[src/mar_pkg.sv]
// Purpose: shared constants for the misaligned access and reset block
// Assumes: 32-bit big-endian data bus, 100 MHz clock
// Notes: sizes and lane masks used by the splitter and the bus sequencer
package mar_pkg;
	localparam logic [1:0] SZ_BYTE = 2'h0;
	localparam logic [1:0] SZ_WORD = 2'h1;
	localparam logic [1:0] SZ_LONG = 2'h2;
	localparam int SYNC_STAGES = 2;
	localparam int BOOT_PORT_BITS = 16;
	localparam logic [3:0] BOOT_WAIT_CYCLES = 4'hf;
	localparam logic BOOT_BURST_READ = 1'b0;
	localparam logic BOOT_BURST_WRITE = 1'b0;
	localparam int RESET_MIN_CYCLES = 16;
	localparam logic [31:0] WDOG_TIMEOUT_DEFAULT = 32'h0000_1000;
	localparam logic [15:0] WDOG_KEY_A = 16'h0055;
	localparam logic [15:0] WDOG_KEY_B = 16'h00aa;
	localparam logic [3:0] LANES_NONE = 4'h0;
endpackage

[src/mar_top.sv]
// Purpose: splits misaligned data accesses into aligned bus cycles and
//          controls the bus during master and watchdog reset
// Assumes: 32-bit big-endian port, slave acknowledges with bus_ack
// Notes: instruction prefetch at an odd address raises addr_error
// Function
// - bytes aligned; words odd, longs non-multiple-four misaligned
// - data accepted at any address, no fault
// - odd instruction prefetch raises address error
// - noncachable misaligned access splits into aligned cycles
// - long at offset one: 23:16, 15:0, 31:24
// - misaligned word completes in two cycles
// - single reset kind reinitialises everything; addr_reg, data_reg, write_reg, bus_addr and bus_dout keep their values
// - reset input passes two-stage synchroniser
// - in reset data floats, controls negated
// - bus stays reset until first core cycle
// - reset aborts any cycle and reloads registers
// - boot select: 16-bit, 15 waits, no burst
// - watchdog resets when enabled and not serviced
// - watchdog reset floats or negates all signals; bus_addr keeps its last value
`timescale 1ns/10ps
`default_nettype none
module mar_top #(
	parameter logic [31:0] WDOG_TIMEOUT = mar_pkg::WDOG_TIMEOUT_DEFAULT
) (
	input wire logic clk,
	input wire logic reset,
	input wire logic ce,
	input wire logic master_reset_n_in,
	input wire logic boot_external,
	input wire logic req_valid,
	output logic req_ready,
	input wire logic req_write,
	input wire logic req_instr,
	input wire logic req_cachable,
	input wire logic [1:0] req_size,
	input wire logic [31:0] req_addr,
	input wire logic [31:0] req_wdata,
	output logic done,
	output logic addr_error,
	output logic [31:0] rdata,
	output logic misaligned,
	output logic [31:0] bus_addr,
	output logic [31:0] bus_dout,
	output logic bus_dout_oe,
	input wire logic [31:0] bus_din,
	output logic [3:0] bus_lanes,
	output logic bus_start,
	output logic bus_rw_n,
	input wire logic bus_ack,
	output logic boot_chip_select,
	output logic [4:0] boot_port_bits,
	output logic [3:0] boot_wait_cycles,
	output logic boot_burst_read,
	output logic boot_burst_write,
	input wire logic wdog_enable,
	input wire logic wdog_key_valid,
	input wire logic [15:0] wdog_key,
	output logic in_reset
);
	typedef enum logic [1:0] {
		MAR_IDLE = 2'b00,
		MAR_CYCLE = 2'b01,
		MAR_HOLD = 2'b11
	} mar_state_t;

	mar_state_t state_reg;
	logic rst_sync;
	logic wdog_rst_reg;
	logic hold_reg;
	logic soft_rst;
	logic [31:0] wdog_cnt_reg;
	logic wdog_armed_reg;
	logic [31:0] addr_reg;
	logic [31:0] data_reg;
	logic [2:0] left_reg;
	logic write_reg;
	logic [1:0] piece_bytes;
	logic [3:0] piece_lanes;
	logic is_mis;
	logic [2:0] total_bytes;

	////////////////////////////////////////////////////////////////////////
	// reset path

	mar_reset_sync #(
		.STAGES(mar_pkg::SYNC_STAGES)
	) u_sync (
		.clk(clk),
		.reset(reset),
		.din_n(master_reset_n_in),
		.rst_sync(rst_sync)
	);

	// master and watchdog reset share one path: no other reset kind exists
	assign soft_rst = rst_sync | wdog_rst_reg;

	// the bus holds its reset state until the first core request
	always_ff @(posedge clk or posedge reset) begin
		if (reset) begin
			hold_reg <= 1'b1;
		end else if (ce) begin
			if (soft_rst) begin
				hold_reg <= 1'b1;
			end else if (req_valid) begin
				hold_reg <= 1'b0;
			end
		end
	end

	assign in_reset = soft_rst | hold_reg;

	// the key pair must arrive in order; a missed window resets the chip
	always_ff @(posedge clk or posedge reset) begin
		if (reset) begin
			wdog_cnt_reg <= '0;
			wdog_armed_reg <= 1'b0;
			wdog_rst_reg <= 1'b0;
		end else if (ce) begin
			if (rst_sync) begin
				wdog_cnt_reg <= '0;
				wdog_armed_reg <= 1'b0;
				wdog_rst_reg <= 1'b0;
			end else if (wdog_rst_reg) begin
				// one-cycle pulse, held on in_reset by hold_reg until the next request
				wdog_rst_reg <= 1'b0;
				wdog_cnt_reg <= '0;
			end else if (!wdog_enable) begin
				wdog_cnt_reg <= '0;
				wdog_armed_reg <= 1'b0;
			end else if (wdog_key_valid && wdog_key == mar_pkg::WDOG_KEY_A) begin
				wdog_armed_reg <= 1'b1;
			end else if (wdog_key_valid && wdog_armed_reg &&
				wdog_key == mar_pkg::WDOG_KEY_B) begin
				wdog_armed_reg <= 1'b0;
				wdog_cnt_reg <= '0;
			end else if (wdog_cnt_reg >= WDOG_TIMEOUT - 32'h1) begin
				wdog_rst_reg <= 1'b1;
			end else begin
				wdog_cnt_reg <= wdog_cnt_reg + 32'h1;
			end
		end
	end

	////////////////////////////////////////////////////////////////////////
	// boot chip select setup, fixed by wiring

	always_comb begin
		boot_port_bits = 5'(mar_pkg::BOOT_PORT_BITS);
		boot_wait_cycles = mar_pkg::BOOT_WAIT_CYCLES;
		boot_burst_read = mar_pkg::BOOT_BURST_READ;
		boot_burst_write = mar_pkg::BOOT_BURST_WRITE;
	end

	always_ff @(posedge clk or posedge reset) begin
		if (reset) begin
			boot_chip_select <= 1'b0;
		end else if (ce) begin
			boot_chip_select <= boot_external & ~in_reset &
				(state_reg == MAR_CYCLE);
		end
	end

	////////////////////////////////////////////////////////////////////////
	// alignment check and splitting

	always_comb begin
		unique case (req_size)
			mar_pkg::SZ_BYTE: begin
				total_bytes = 3'h1;
				is_mis = 1'b0;
			end
			mar_pkg::SZ_WORD: begin
				total_bytes = 3'h2;
				is_mis = req_addr[0];
			end
			default: begin
				total_bytes = 3'h4;
				is_mis = req_addr[1:0] != 2'h0;
			end
		endcase
	end

	assign misaligned = is_mis;

	// bytes this cycle: whole long if at least four left and word aligned, halfword if at least two left and even, else one byte
	always_comb begin
		piece_bytes = 2'h0;
		piece_lanes = mar_pkg::LANES_NONE;
		if (left_reg >= 3'h4 && addr_reg[1:0] == 2'h0) begin
			piece_bytes = 2'h0;
			piece_lanes = 4'hf;
		end else if (left_reg >= 3'h2 && addr_reg[0] == 1'b0) begin
			piece_bytes = 2'h2;
			piece_lanes = addr_reg[1] ? 4'h3 : 4'hc;
		end else begin
			piece_bytes = 2'h1;
			piece_lanes = 4'h8 >> addr_reg[1:0];
		end
	end

	assign req_ready = (state_reg == MAR_IDLE) & ~soft_rst;

	always_ff @(posedge clk or posedge reset) begin
		if (reset) begin
			state_reg <= MAR_IDLE;
			addr_reg <= '0;
			data_reg <= '0;
			left_reg <= '0;
			write_reg <= 1'b0;
			done <= 1'b0;
			addr_error <= 1'b0;
			rdata <= '0;
		end else if (ce) begin
			done <= 1'b0;
			addr_error <= 1'b0;
			if (soft_rst) begin
				state_reg <= MAR_IDLE;
				left_reg <= '0;
				rdata <= '0;
			end else begin
				unique case (state_reg)
					MAR_IDLE: begin
						if (req_valid && req_instr && req_addr[0]) begin
							addr_error <= 1'b1;
							done <= 1'b1;
						end else if (req_valid) begin
							// cachable misses are whole lines elsewhere
							addr_reg <= req_addr;
							data_reg <= req_wdata;
							write_reg <= req_write;
							left_reg <= (is_mis && !req_cachable) ?
								total_bytes : 3'h4;
							if (!is_mis || req_cachable) begin
								addr_reg <= {req_addr[31:2], 2'h0};
							end
							state_reg <= MAR_CYCLE;
						end
					end
					MAR_CYCLE: begin
						state_reg <= MAR_HOLD;
					end
					MAR_HOLD: begin
						if (bus_ack) begin
							// shift the finished bytes in at the low end
							unique case (piece_bytes)
								2'h1: rdata <= {rdata[23:0],
									bus_din[(5'(3 - addr_reg[1:0]) * 8) +: 8]};
								2'h2: rdata <= {rdata[15:0],
									addr_reg[1] ? bus_din[15:0] : bus_din[31:16]};
								default: rdata <= bus_din;
							endcase
							addr_reg <= addr_reg + {30'h0, piece_bytes} +
								((piece_bytes == 2'h0) ? 32'h4 : 32'h0);
							if (piece_bytes == 2'h0 ||
								left_reg <= {1'b0, piece_bytes}) begin
								left_reg <= '0;
								done <= 1'b1;
								state_reg <= MAR_IDLE;
							end else begin
								left_reg <= left_reg - {1'b0, piece_bytes};
								state_reg <= MAR_CYCLE;
							end
						end
					end
					default: state_reg <= MAR_IDLE;
				endcase
			end
		end
	end

	////////////////////////////////////////////////////////////////////////
	// bus drivers: negated or floating while in reset, except bus_addr, which keeps its last value

	always_ff @(posedge clk or posedge reset) begin
		if (reset) begin
			bus_addr <= '0;
			bus_dout <= '0;
			bus_dout_oe <= 1'b0;
			bus_lanes <= mar_pkg::LANES_NONE;
			bus_start <= 1'b0;
			bus_rw_n <= 1'b1;
		end else if (ce) begin
			bus_start <= 1'b0;
			if (in_reset) begin
				bus_dout_oe <= 1'b0;
				bus_lanes <= mar_pkg::LANES_NONE;
				bus_rw_n <= 1'b1;
			end else if (state_reg == MAR_CYCLE) begin
				bus_addr <= addr_reg;
				bus_lanes <= piece_lanes;
				bus_start <= 1'b1;
				bus_rw_n <= ~write_reg;
				bus_dout_oe <= write_reg;
				// place operand bytes so the first byte sent is the most
				// significant remaining one
				bus_dout <= (data_reg << (6'(4 - left_reg) * 8))
					>> (6'(addr_reg[1:0]) * 8);
			end else if (state_reg == MAR_IDLE) begin
				bus_lanes <= mar_pkg::LANES_NONE;
				bus_dout_oe <= 1'b0;
				bus_rw_n <= 1'b1;
			end
		end
	end
endmodule
`default_nettype wire

[src/mar_reset_sync.sv]
// Purpose: two-stage synchroniser for the active-low master reset pin
// Assumes: pin is sampled on the crystal clock
// Notes: first stage feeds only the second stage
`timescale 1ns/10ps
`default_nettype none
module mar_reset_sync #(
	parameter int STAGES = 2
) (
	input wire logic clk,
	input wire logic reset,
	input wire logic din_n,
	output logic rst_sync
);
	logic [STAGES-1:0] sync_reg;

	initial begin
		if (STAGES < 2) $error("sync needs at least two stages");
	end

	// asserted low at the pin, seen as active high after STAGES edges
	always_ff @(posedge clk or posedge reset) begin
		if (reset) begin
			sync_reg <= '1;
		end else begin
			sync_reg <= {sync_reg[STAGES-2:0], ~din_n};
		end
	end

	assign rst_sync = sync_reg[STAGES-1];
endmodule
`default_nettype wire

[config.mk]
export PLATFORM = sky130hd
export DESIGN_NAME = mar_top
export DESIGN_NICKNAME = d
export VERILOG_FILES = /design/src/mar_pkg.sv /design/src/mar_top.sv /design/src/mar_reset_sync.sv
export SDC_FILE = /design/constraint.sdc
export NUM_CORES = 1
export LEC_CHECK = 0
export BUFFER_PORTS_ARGS = -buffer_cell sky130_fd_sc_hd__buf_4
export CELL_PAD_IN_SITES_DETAIL_PLACEMENT = 1
export CELL_PAD_IN_SITES_GLOBAL_PLACEMENT = 1
export CORE_AREA = 8 8 167 169
export DETAILED_ROUTE_END_ITERATION = 8
export DIE_AREA = 0 0 175 177
export PLACE_DENSITY = 0.94
export SKIP_LAST_GASP = 1
export SYNTH_ARGS = -nofsm -noshare
export SYNTH_HDL_FRONTEND = slang
export SYNTH_HIERARCHICAL = 1
export SYNTH_SLANG_ARGS = --single-unit
export TNS_END_PERCENT = 100
[constraint.sdc]
create_clock -name clk -period 15.7 [get_ports clk]
set_clock_uncertainty 0.2 [all_clocks]
set_input_delay 2.355 -clock clk [delete_from_list [all_inputs] [get_ports clk]]
set_output_delay 2.355 -clock clk [all_outputs]
set_load 0.05 [all_outputs]
==> impl_metrics.env <==
export IMPL_status="finished, final reports clean"
export IMPL_worst_pin_slew_ps=1180
export IMPL_synthesis_area_um2=11200
export IMPL_cts_buffer_depth=3
export IMPL_slowest_stage="dfrtp_1"
export IMPL_placed_area_um2=13100
export IMPL_ios=246
export IMPL_critPathMostFrequentCell="ha_1"
export IMPL_reg2reg_depth=11
export IMPL_grt_pass1_vias=11600
export IMPL_slew_headroom=0.211
export IMPL_die_w_um=175
export IMPL_syn_area_per_cell_um2=9.22
export IMPL_grt_max_degree=113
export IMPL_cp_required_ps=15890
export IMPL_htree_levels=1
export IMPL_area_growth_pct=24.9
export IMPL_post_dp_hpwl_um=28500
export IMPL_die_h_um=177
export IMPL_worstPathCellList="inv_1, ha_1, ha_1, o21ai_1, inv_2, ha_1, a21oi_1, and4b_1, and2_4, a311oi_1, nor2_1"
export IMPL_core_um2=25500
export IMPL_worst_path_max_fanout=45
export IMPL_p_per_area_nw_per_um2=189
export IMPL_overflow=0
export IMPL_layout_nets=1543
export IMPL_finalWorstSetupSlack_ps=9980
export IMPL_cts_sinks=213
export IMPL_first_pass_iters=5
export IMPL_worstSetupEndpointType="flip-flop"
export IMPL_clock_latency_ps=520
export IMPL_utilization=0.547
export IMPL_synth_flop_cell="dfrtp_1"
export IMPL_io_buffer_count=234
export IMPL_critical_path_depth=11
export IMPL_routedWlPerCell_um=23.2
export IMPL_critPathMaxStageDelay_ps=1120
export IMPL_synth_top_area_share=0.469
export IMPL_ys_top_cells_by_count="240 x nand2_1, 209 x dfrtp_1, 104 x o21ai_0"
export IMPL_ctsHoldBuffers=0
export IMPL_timing_fmax_mhz=175
export IMPL_post_synth_inst_count=1210
export IMPL_maxCapViolCount=0
export IMPL_dr_total_vias=10700
export IMPL_setup_tns_ps=0
export IMPL_vias_per_cell=6.09
export IMPL_place_ws_ps=10120
export IMPL_ir_drop_mv=0.109
export IMPL_n_fill_cell=2967
export IMPL_ys_async_sr_fraction=1.00
export IMPL_start_kind="flip-flop"
export IMPL_cts_tree="built"
export IMPL_area_sequential_um2=5340
export IMPL_postCtsSetupRepairBufs=0
export IMPL_start_util=0.438
export IMPL_report_final_slew_viol_count=0
export IMPL_synth_most_common_cell="nand2_1"
export IMPL_drive_above_1_share=0.242
export IMPL_cellLeakagePower_nw=6.37
export IMPL_synth_top_cell_by_area="dfrtp_1"
export IMPL_die_area_um2=31000
export IMPL_synth_warning_count=6
export IMPL_grt_pass1_wl_um=64400
export IMPL_synth_distinct_cells=86
export IMPL_path_buf_inv=2
export IMPL_cts_root_buf="clkbuf_16"
export IMPL_hp_class="flip-flop to flip-flop"
export IMPL_rsz0062_at_grt="false"
export IMPL_first_iter_violations=1084
export IMPL_grt_use_total=0.255
export IMPL_fp_row_count=59
export IMPL_hold_viol=0
export IMPL_critical_path_top_delay_family="compound AO/OA/AOI/OAI gates"
export IMPL_fin_crit_sh=0.364
export IMPL_gp_congestion=0.861
export IMPL_cp_data_arrival_time_ps=5910
export IMPL_clkTransAtPathRegs_ps=70
export IMPL_antenna_found_initial=1
export IMPL_stdcell_area_um2=13900
export IMPL_wl_um=40800
export IMPL_synth_edf_count=0
export IMPL_setup_viol=0
export IMPL_cts_resized=0
export IMPL_synth_area_top_cells="dfrtp_1 47%, nand2_1 8.1%, o21ai_0 4.7%"
export IMPL_path_class="flip-flop to flip-flop"
export IMPL_ys_seq_elements=213
export IMPL_ant_nets=0
export IMPL_layout_min_cycle_time_ps=5720
export IMPL_hold_depth=0
export IMPL_cts_buffers=24
export IMPL_multi_input_area_um2=5340
export IMPL_drcViolationCount=0
export IMPL_ys_seq_area_frac=0.478
-- metal layers --
metal  track usage  up-vias  wire length [µm]  part of all wire
li1              -     4717                 -                 -
met1         0.311     5411             16400              0.40
met2         0.442      480             20200              0.50
met3        0.0465      113              2680             0.066
met4         0.103        0              1530             0.038
met5             0        -                 0                 0
-- layout by cell type (no fill, tap or decap), types with 22 or more instances in the layout --
master and instances:
nor2_1 52, dfrtp_1 208, mux2i_1 31, clkbuf_16 25
a21oi_1 101, o21ai_0 104, inv_1 24, and2_1 22
nand2_1 240, nand3_1 24, buf_4 248
-- cells by family after synthesis --
group,after synthesis,synth area share
multiplexers,66,0.0652
AND/OR/NAND/NOR,449,0.194
AO/OA/AOI/OAI,354,0.200
XOR/XNOR,2,0.00157
adder cells (fa/ha/maj),11,0.0130
other,2,0.000673
buffers and inverters,113,0.0475
flip-flops,213,0.478
-- worst reg2reg max path, delay by kind of cell, from the launching register on --
family | cells | cell delay [ps]
compound gates | 3 | 1610
fa+ha+maj | 3 | 1030
buf+inv | 2 | 870
flops | 1 | 1120
simple gates | 3 | 760
-- per-stage QoR --
step                      total power, W  std cells  hold WS [ps]
after floorplan                  0.00160       1219           145
after global placement           0.00192       1715           146
after detailed placement         0.00198       1715           153
after CTS                        0.00263       1759           163
after global routing             0.00274       1760           164
final                            0.00263       1760           159
-- final cells by class --
cell class,count,area share
multi-input combinational,893,0.383
sequential,213,0.383
timing repair buffer,248,0.134
clock buffer,35,0.0519
tap,335,0.0301
clock inverter,9,0.0106
inverter,26,0.00754
antenna,1,0.000180
-- where the power goes --
| group | leakage (nW) | internal [W] | switching, W | total (W) |
|---|---|---|---|---|
| Clock | 0.428 | 0.000385 | 0.000234 | 0.000619 |
| Combinational | 3.20 | 0.000361 | 0.000778 | 0.00114 |
| Sequential | 2.74 | 0.000710 | 0.000160 | 0.000870 |
| Total | 6.37 | 0.00146 | 0.00117 | 0.00263 |
-- final timing paths --
path | slack [ps] | startpoint | to
setup / recovery | 9980 | left_reg[0] | addr_reg[29]
hold / removal | 160 | u_sync/sync_reg[0] | u_sync/sync_reg[1]
setup reg to reg | 9980 | left_reg[0] | addr_reg[29]
hold reg to reg | 160 | u_sync/sync_reg[0] | u_sync/sync_reg[1]
max in group asynchronous | 12290 | reset | bus_addr[0]
min in group asynchronous | 1700 | reset | u_sync/sync_reg[1]
Power figures use the tool's default switching activity.
